`config.mk`:
```
export PLATFORM = sky130hd
export DESIGN_NAME = eerd_read_path
export DESIGN_NICKNAME = d
export VERILOG_FILES = /design/src/eerd_pkg.sv /design/src/eerd_stream_if.sv /design/src/eerd_fifo.sv /design/src/eerd_read_path.sv
export SDC_FILE = /design/constraint.sdc
export NUM_CORES = 2
export LEC_CHECK = 0
export BUFFER_PORTS_ARGS = -buffer_cell sky130_fd_sc_hd__buf_2
export CORE_MARGIN = 3
export CORE_UTILIZATION = 45
export CTS_CLUSTER_DIAMETER = 60
export DETAILED_ROUTE_END_ITERATION = 16
export PLACE_DENSITY_LB_ADDON = 0.05
export SLEW_MARGIN = 20
export SYNTH_ARGS = -nofsm -noshare
export SYNTH_HDL_FRONTEND = slang
export SYNTH_SLANG_ARGS = --single-unit
```
`constraint.sdc`:
```
create_clock -name sys_clk_i -period 4.8 [get_ports sys_clk_i]
set_input_delay 0.24 -clock sys_clk_i [delete_from_list [all_inputs] [get_ports sys_clk_i]]
set_output_delay 0.24 -clock sys_clk_i [all_outputs]
set_load 0.1 [all_outputs]
```
`src/eerd_pkg.sv`:
```
// constants of the serial eeprom read path
// assumes a single system clock that samples the two-wire bus pins
//
// How it works
// - no select ack until write cycle ends
// - every array byte starts as all ones
// - counter steps once per byte read out
// - current read: select, ack, byte, nack, stop
// - random read: dummy write loads address, restart
// - after restart, read select returns addressed byte
// - master ack fetches next consecutive byte
// - counter wraps past top address to zero
// - no ack in ninth slot means standby
// - select byte: type nibble, three ignored, direction
// - direction bit one reads, zero writes
// - sda bits sampled on scl rise; start and stop seen while scl high
// - write select then address byte loads counter
package eerd_pkg;

  // ----------------------------------------
  // array geometry
  // ----------------------------------------
  localparam int ADDR_W = 7;
  localparam int DATA_W = 8;
  localparam int MEM_WORDS = 128;
  localparam logic [7:0] ERASED_BYTE = 8'hff;

  // ----------------------------------------
  // select byte layout, msb first on the wire
  // ----------------------------------------
  localparam int SEL_TYPE_HI = 7;
  localparam int SEL_TYPE_LO = 4;
  localparam int SEL_DIR_BIT = 0;
  localparam logic SEL_DIR_READ = 1'b1;
  // device type value is arbitrary here
  localparam logic [3:0] SEL_TYPE_DEFAULT = 4'h5;

  // ----------------------------------------
  // bit slot counts and buffering
  // ----------------------------------------
  localparam logic [3:0] BITS_PER_BYTE = 4'h8;
  localparam logic [3:0] LAST_TX_BIT = 4'h7;
  localparam int FIFO_DEPTH = 8;

  // ----------------------------------------
  // protocol states
  // ----------------------------------------
  typedef enum logic [2:0] {
    ST_IDLE,
    ST_SEL,
    ST_ADDR,
    ST_WDAT,
    ST_TX,
    ST_MACK
  } eerd_state_e;

endpackage

```
`src/eerd_stream_if.sv`:
```
// valid/ready byte stream between the fetch logic and its buffer
// assumes both ends share sys_clk_i
`timescale 1ns/1ps
interface eerd_stream_if #(parameter int WIDTH = 8);
  logic [WIDTH-1:0] data;
  logic valid;
  logic ready;

  // producer side
  modport src (output data, output valid, input ready);
  // consumer side
  modport snk (input data, input valid, output ready);
endinterface

```
`src/eerd_fifo.sv`:
```
// synchronous fifo with valid/ready on both sides
// assumes one clock and a synchronous active-low reset
`timescale 1ns/1ps
module eerd_fifo #(
  parameter int WIDTH = 8,
  parameter int DEPTH = 8
) (
  // clock and reset
  input wire logic sys_clk_i,
  input wire logic rst_n_i,
  // fill and drain sides
  eerd_stream_if.snk in_if,
  eerd_stream_if.src out_if
);

  localparam int PW = $clog2(DEPTH);

  logic [WIDTH-1:0] mem_r [DEPTH];
  logic [PW:0] wr_ptr_r;
  logic [PW:0] rd_ptr_r;
  logic [WIDTH-1:0] head_r;

  // ----------------------------------------
  // status and handshakes
  // ----------------------------------------
  wire logic empty = (wr_ptr_r == rd_ptr_r);
  wire logic full = (wr_ptr_r[PW-1:0] == rd_ptr_r[PW-1:0]) &&
                    (wr_ptr_r[PW] != rd_ptr_r[PW]);
  wire logic push = in_if.valid && !full;
  wire logic pop = out_if.ready && !empty;

  assign in_if.ready = !full;
  assign out_if.valid = !empty;
  assign out_if.data = head_r;

  // storage write
  always_ff @(posedge sys_clk_i)
  begin
    if (push)
      mem_r[wr_ptr_r[PW-1:0]] <= in_if.data;
  end

  // head word, combinational read of the oldest entry
  always_comb
  begin
    head_r = mem_r[rd_ptr_r[PW-1:0]];
  end

  // pointers
  always_ff @(posedge sys_clk_i)
  begin
    if (!rst_n_i)
    begin
      wr_ptr_r <= '0;
      rd_ptr_r <= '0;
    end
    else
    begin
      if (push)
        wr_ptr_r <= wr_ptr_r + 1'b1;
      if (pop)
        rd_ptr_r <= rd_ptr_r + 1'b1;
    end
  end

endmodule

```
`src/eerd_read_path.sv`:
```
// two-wire serial eeprom slave with its read path
// assumes scl and sda arrive asynchronously; sda is open drain
// assumes an outside write path drives the array write port and busy flag
`timescale 1ns/1ps
module eerd_read_path #(
  parameter logic [3:0] SEL_TYPE = eerd_pkg::SEL_TYPE_DEFAULT,
  parameter int FIFO_DEPTH = eerd_pkg::FIFO_DEPTH
) (
  // clock and reset
  input wire logic sys_clk_i,
  input wire logic rst_n_i,
  // two-wire bus pins
  input wire logic scl_i,
  input wire logic sda_i,
  output logic sda_o,
  output logic sda_oe_o,
  // outside write path
  input wire logic write_busy_i,
  input wire logic mem_we_i,
  input wire logic [eerd_pkg::ADDR_W-1:0] mem_waddr_i,
  input wire logic [eerd_pkg::DATA_W-1:0] mem_wdata_i,
  // status
  output logic [eerd_pkg::ADDR_W-1:0] cur_addr_o,
  output logic busy_o
);

  localparam int AW = eerd_pkg::ADDR_W;
  localparam int DW = eerd_pkg::DATA_W;

  // ----------------------------------------
  // declarations
  // ----------------------------------------
  logic [2:0] scl_s_r;
  logic [2:0] sda_s_r;
  logic scl_f_r;
  logic sda_f_r;
  eerd_pkg::eerd_state_e state_r;
  logic [3:0] bit_cnt_r;
  logic [DW-1:0] shift_r;
  logic ack_r;
  logic rw_r;
  logic mack_ok_r;
  logic fetch_req_r;
  logic oe_r;
  logic [AW-1:0] addr_r;
  logic [DW-1:0] mem_r [eerd_pkg::MEM_WORDS];

  eerd_stream_if #(.WIDTH(DW)) fetch_if ();
  eerd_stream_if #(.WIDTH(DW)) tx_if ();

  // ----------------------------------------
  // pin synchronisers and filtered levels
  // ----------------------------------------
  // a change counts once the second and third stage agree
  wire logic scl_nxt = (scl_s_r[1] == scl_s_r[2]) ? scl_s_r[2] : scl_f_r;
  wire logic sda_nxt = (sda_s_r[1] == sda_s_r[2]) ? sda_s_r[2] : sda_f_r;

  always_ff @(posedge sys_clk_i)
  begin
    if (!rst_n_i)
    begin
      scl_s_r <= 3'h7;
      sda_s_r <= 3'h7;
      scl_f_r <= 1'b1;
      sda_f_r <= 1'b1;
    end
    else
    begin
      scl_s_r <= {scl_s_r[1:0], scl_i};
      sda_s_r <= {sda_s_r[1:0], sda_i};
      scl_f_r <= scl_nxt;
      sda_f_r <= sda_nxt;
    end
  end

  // ----------------------------------------
  // bus events
  // ----------------------------------------
  wire logic scl_rise = !scl_f_r && scl_nxt;
  wire logic scl_fall = scl_f_r && !scl_nxt;
  wire logic scl_hi = scl_f_r && scl_nxt;
  wire logic bus_start = scl_hi && sda_f_r && !sda_nxt;
  wire logic bus_stop = scl_hi && !sda_f_r && sda_nxt;

  // ----------------------------------------
  // select byte decode
  // ----------------------------------------
  wire logic type_hit =
    (shift_r[eerd_pkg::SEL_TYPE_HI:eerd_pkg::SEL_TYPE_LO] == SEL_TYPE);
  wire logic sel_is_read = (shift_r[eerd_pkg::SEL_DIR_BIT] == eerd_pkg::SEL_DIR_READ);
  wire logic sel_ok = type_hit && !write_busy_i;
  wire logic rx_state = (state_r == eerd_pkg::ST_SEL) || (state_r == eerd_pkg::ST_ADDR) ||
                        (state_r == eerd_pkg::ST_WDAT);
  wire logic byte_in = (bit_cnt_r == eerd_pkg::BITS_PER_BYTE);
  wire logic ack_decide = rx_state && scl_fall && byte_in && !ack_r;
  wire logic ack_done = rx_state && scl_fall && byte_in && ack_r;
  wire logic ack_grant = (state_r == eerd_pkg::ST_SEL) ? sel_ok : 1'b1;
  wire logic start_read = ack_decide && (state_r == eerd_pkg::ST_SEL) && sel_ok && sel_is_read;
  wire logic mack_seen = (state_r == eerd_pkg::ST_MACK) && scl_rise;
  wire logic tx_load = (ack_done && rw_r && (state_r == eerd_pkg::ST_SEL)) ||
                       ((state_r == eerd_pkg::ST_MACK) && scl_fall && mack_ok_r);
  wire logic tx_shift = (state_r == eerd_pkg::ST_TX) && scl_fall;

  // ----------------------------------------
  // protocol state machine
  // ----------------------------------------
  always_ff @(posedge sys_clk_i)
  begin
    if (!rst_n_i)
    begin
      state_r <= eerd_pkg::ST_IDLE;
      bit_cnt_r <= 4'h0;
      ack_r <= 1'b0;
      rw_r <= 1'b0;
      mack_ok_r <= 1'b0;
    end
    else if (bus_start)
    begin
      state_r <= eerd_pkg::ST_SEL;
      bit_cnt_r <= 4'h0;
      ack_r <= 1'b0;
    end
    else if (bus_stop)
    begin
      state_r <= eerd_pkg::ST_IDLE;
      ack_r <= 1'b0;
    end
    else
    begin
      case (state_r)
        eerd_pkg::ST_SEL, eerd_pkg::ST_ADDR, eerd_pkg::ST_WDAT:
        begin
          if (scl_rise && !byte_in)
            bit_cnt_r <= bit_cnt_r + 4'h1;
          if (ack_decide)
          begin
            ack_r <= ack_grant;
            rw_r <= sel_is_read;
            if (!ack_grant)
              state_r <= eerd_pkg::ST_IDLE;
          end
          else if (ack_done)
          begin
            ack_r <= 1'b0;
            bit_cnt_r <= 4'h0;
            if (state_r == eerd_pkg::ST_SEL)
              state_r <= rw_r ? eerd_pkg::ST_TX : eerd_pkg::ST_ADDR;
            else
              state_r <= eerd_pkg::ST_WDAT;
          end
        end
        eerd_pkg::ST_TX:
        begin
          if (tx_shift)
          begin
            if (bit_cnt_r == eerd_pkg::LAST_TX_BIT)
            begin
              state_r <= eerd_pkg::ST_MACK;
              bit_cnt_r <= 4'h0;
            end
            else
              bit_cnt_r <= bit_cnt_r + 4'h1;
          end
        end
        eerd_pkg::ST_MACK:
        begin
          if (mack_seen)
          begin
            mack_ok_r <= !sda_nxt;
            if (sda_nxt)
              state_r <= eerd_pkg::ST_IDLE;
          end
          else if (scl_fall)
            state_r <= eerd_pkg::ST_TX;
        end
        default:
        begin
          bit_cnt_r <= 4'h0;
        end
      endcase
    end
  end

  // ----------------------------------------
  // receive and transmit shifter
  // ----------------------------------------
  always_ff @(posedge sys_clk_i)
  begin
    if (!rst_n_i)
      shift_r <= eerd_pkg::ERASED_BYTE;
    else if (tx_load)
      shift_r <= tx_if.data;
    else if (tx_shift)
      shift_r <= {shift_r[DW-2:0], 1'b1};
    else if (rx_state && scl_rise && !byte_in)
      shift_r <= {shift_r[DW-2:0], sda_nxt};
  end

  // ----------------------------------------
  // byte address counter and fetch request
  // ----------------------------------------
  wire logic fetch_push = fetch_req_r && fetch_if.ready;

  always_ff @(posedge sys_clk_i)
  begin
    if (!rst_n_i)
    begin
      addr_r <= '0;
      fetch_req_r <= 1'b0;
    end
    else
    begin
      if (ack_decide && (state_r == eerd_pkg::ST_ADDR))
        addr_r <= shift_r[AW-1:0];
      else if (fetch_push)
        addr_r <= addr_r + 1'b1;
      if (start_read || (mack_seen && !sda_nxt))
        fetch_req_r <= 1'b1;
      else if (fetch_push)
        fetch_req_r <= 1'b0;
    end
  end

  assign fetch_if.valid = fetch_req_r;
  assign fetch_if.data = mem_r[addr_r];
  assign tx_if.ready = tx_load;

  // ----------------------------------------
  // memory array, one entry per generate step
  // ----------------------------------------
  genvar gi;
  generate
    for (gi = 0; gi < eerd_pkg::MEM_WORDS; gi++)
    begin : g_word
      always_ff @(posedge sys_clk_i)
      begin
        if (!rst_n_i)
          mem_r[gi] <= eerd_pkg::ERASED_BYTE;
        else if (mem_we_i && (mem_waddr_i == AW'(gi)))
          mem_r[gi] <= mem_wdata_i;
      end
    end
  endgenerate

  // ----------------------------------------
  // byte buffer between array and shifter
  // ----------------------------------------
  eerd_fifo #(
    .WIDTH(DW),
    .DEPTH(FIFO_DEPTH)
  ) u_fifo (
    .sys_clk_i(sys_clk_i),
    .rst_n_i(rst_n_i),
    .in_if(fetch_if),
    .out_if(tx_if)
  );

  // ----------------------------------------
  // sda drive, changes only after scl falls
  // ----------------------------------------
  wire logic oe_nxt = ack_r || ((state_r == eerd_pkg::ST_TX) && !shift_r[DW-1]);

  always_ff @(posedge sys_clk_i)
  begin
    if (!rst_n_i)
      oe_r <= 1'b0;
    else
      oe_r <= oe_nxt;
  end

  assign sda_o = 1'b0; // open drain: only ever pulls low
  assign sda_oe_o = oe_r;
  assign cur_addr_o = addr_r;
  assign busy_o = (state_r != eerd_pkg::ST_IDLE);

endmodule

```
==> impl_metrics.yaml <==
outcome:
  status: "finished clean"
pwr:
  power_switching_mw: 4.96
  swShare_pct: 22.2
  combinationalPowerShare_pct: 4.6
  cellPowerDensity_nw_per_um2: 381
  p_int_mw: 17.4
  clkPwrFrac_pct: 44.1
  p_seq_share_pct: 51.3
  leakagePower_nw: 17.5
  max-vdd-ir-drop_mv: 0.373
synthesis:
  synth_nets: 3418
  synth_top_family_by_area: "multiplexers"
  synth_compound_gate_area_share_pct: 2.02
  synthMuxAreaShare_pct: 15.8
  synth_edf_count: 1088
  synthXorXnorAreaFrac_pct: 0.217
  syn_inst: 3392
  synth_cell_types: 59
  ys.flop_type: "edfxtp_1"
  synth-seq-cells: 1141
  synth-simple-area-share_pct: 14.1
  async_flop_share_pct: 0
  netlist_area_um2: 52400
  yosysSeqAreaShare_pct: 64.4
  avgSynthCellArea_um2: 15.4
  yosysWarnings: 0
  yosys.area_share.adder_pct: 0.139
timing:
  setup_viol: 0
  worst_slew_pin_slew_ns: 1.20
  hold_viol: 0
  holdWs_ns: 0.131
  setup_slack_ns: 1.27
  slew_headroom_pct: 19.4
  min_period_ns: 3.53
  setup_tns_ns: 0
  fin_crit_sh_pct: 73.6
  rsz0062_at_grt: "no"
  finClkSkew_ns: 0.0210
  drv_slew: 0
  fmax_ghz: 0.283
detailed_routing:
  wire_per_inst_um: 30.7
  initialDrtViolationCount: 3326
  firstDrtPassIters: 5
  route.vias.total: 30800
  wl_mm: 151
  via_per_inst: 6.27
  ant_nets: 0
  drc_errors: 0
clock_tree:
  clkSinkCount: 1141
  cts_tree: "done"
  cts_resized: 0
  cts_buffers: 134
  htree_levels: 4
  clockRootBuffer: "clkbuf_16"
  clk_pin_slew_ns: 0.06
  clk_path_buf_depth: 3
  clock_latency_ns: 0.74
cells_and_area:
  fin_util_pct: 51.0
  design_area_um2: 58600
  fillers: 9290
  area_delta_synth_final_pct: 11.9
  drive_above_1_share_pct: 27.4
  final_nets: 3335
grt:
  antenna_found_initial: 12
  grt_max_degree: 129
  overflow: 0
  grt_pass1_vias: 31300
  grt_pass1_wl_mm: 222
  track_usage_pct: 25.1
placement:
  dpl_cell_area_um2: 54400
  dp_slack_ns: 1.24
  port_buffers: 29
  gp_congestion: 0.890
  hpwl_mm: 90.3
hold_path:
  hold_path.startpoint: "mem_waddr_i[6]"
  holdCritPathClass: "primary input to register"
floorplanning:
  ios: 31
  rows: 124
  die-area_um2: 121000
  core_area_um2: 115000
  start_util_pct: 45.6
  die_height_um: 347
  die_w_um: 347
setup_path:
  worst-setup-path-type: "register to register"
  startpoint_type: "register"
  worstPathArrival_ns: 3.99
  crit_path_end_kind: "register"
  required_ns: 5.25
  crit_path_max_fanout: 55
run:
  drv_cap: 0
==> sequential cells by signal (all words and copies together) (netlist names), named ones only <==
register / flops
mem_r: 1024
u_fifo.mem_r: 64
shift_r: 8
cur_addr_o: 7
bit_cnt_r: 4
u_fifo.rd_ptr_r: 4
u_fifo.wr_ptr_r: 4
scl_s_r: 3
sda_s_r: 3
state_r: 3
ack_r: 1
fetch_if.valid: 1
mack_ok_r: 1
rw_r: 1
scl_f_r: 1
sda_f_r: 1
sda_oe_o: 1
==> worst max-delay path, stage by stage, from the launching register on <==
cell	delay (ns)
dfxtp_4	0.59
buf_12	0.42
mux4_2	0.58
mux4_2	0.61
mux4_2	0.53
mux2_2	0.37
==> final timing paths <==
| check | endpoint | slack, ns | cells after the start |
|---|---|---|---|
| min reg2reg | sda_s_r[1] | 0.42 | 1 |
| min | mem_r[74][2] | 0.13 | 3 |
| max | u_fifo.mem_r[7][3] | 1.27 | 5 |
| max reg2reg | u_fifo.mem_r[7][3] | 1.27 | 5 |
==> layout make-up <==
class | count | area [um2] | share of cell area, %
sequential | 1141 | 33700 | 57.6
multi-input combinational | 1807 | 17000 | 29.1
clock buffer | 166 | 3620 | 6.18
tap | 1512 | 1890 | 3.23
timing repair buffer | 214 | 1730 | 2.95
clock inverter | 59 | 549 | 0.937
inverter | 11 | 41.3 | 0.0704
antenna | 3 | 7.51 | 0.0128
==> per-layer routing <==
layer  share of wire [%]  global-route usage, %  up-vias
li1                    -                      -    13200
met1                  43                   36.0    16200
met2                  48                   40.3     1173
met3                 6.6                   3.95      200
met4                 2.2                   6.76        6
met5               0.030                      0        -
==> synth_stat cells, types with 2 or more instances <==
cell	n	area share, %
mux4_2	352	15
buf_4	11	0.16
and3_1	7	0.084
mux2_2	15	0.32
nor2b_1	4	0.048
nand2b_1	15	0.18
and3b_1	6	0.10
nand4_1	9	0.11
edfxtp_1	1088	62
nor3_1	7	0.067
nand2_1	58	0.42
buf_1	18	0.13
inv_1	11	0.079
or3b_2	4	0.067
a21oi_1	14	0.13
a211oi_1	11	0.16
nor3b_1	4	0.057
nand3b_1	8	0.11
dfxtp_1	53	2.0
and2_1	3	0.036
buf_2	16	0.15
xnor2_1	4	0.067
xor2_1	9	0.15
nor4_1	4	0.048
or3_1	900	11
clkbuf_1	387	2.8
o21ai_0	142	1.4
a41oi_1	2	0.033
a31oi_1	2	0.024
nor2_1	34	0.24
mux2i_1	18	0.34
ha_1	5	0.12
o31ai_1	2	0.029
nand3_1	11	0.11
or2_2	134	1.6
==> placed cells by master (no fill, tap or decap), drive strengths merged, types with 2 or more instances in the layout <==
cell / instances
a211oi: 11
a21oi: 14
a31oi: 2
a41oi: 2
and2: 3
and3: 7
and3b: 6
buf: 211
bufinv: 7
clkbuf: 166
clkinv: 35
clkinvlp: 7
dfxtp: 53
diode: 3
dlygate4sd3: 3
edfxtp: 1088
ha: 5
inv: 21
mux2: 15
mux2i: 18
mux4: 352
nand2: 58
nand2b: 15
nand3: 11
nand3b: 8
nand4: 9
nor2: 34
nor2b: 4
nor3: 7
nor3b: 4
nor4: 4
o21ai: 143
o31ai: 2
or2: 134
or3: 900
or3b: 4
xnor2: 4
xor2: 9
==> through the flow <==
stage                     instances  power [mW]
after floorplan                3392        12.2
after global placement         4681        12.7
after detailed placement       4681        12.7
after CTS                      4909        22.5
after global routing           4910        23.0
final                          4913        22.3
==> kinds of logic (layout without fill, tap and decap cells) <==
group                    Yosys count  after routing
multiplexers                     385            385
adder cells (fa/ha/maj)            6              6
other                              1              4
XOR/XNOR                          13             13
flip-flops                      1141           1141
AND/OR/NAND/NOR                 1212           1212
buffers and inverters            444            450
AO/OA/AOI/OAI                    190            190
==> what timing repair did <==
action / in CTS / in global routing
setup buffers: 0 / 0
hold buffers: 3 / 0
hold endpoints to repair: 3 / 0
endpoints found under the setup margin: 0 / 0
==> power by group through the flow <==
stage / logic, mW / clock network (mW) / registers [mW]
after detailed placement: 1.03 / 0 / 11.7
after global placement: 1.01 / 0 / 11.7
final: 1.03 / 9.84 / 11.5
after floorplan: 0.553 / 0 / 11.6
after CTS: 1.03 / 10.0 / 11.5
after global routing: 1.08 / 10.4 / 11.5
Power figures use the tool's default switching activity.
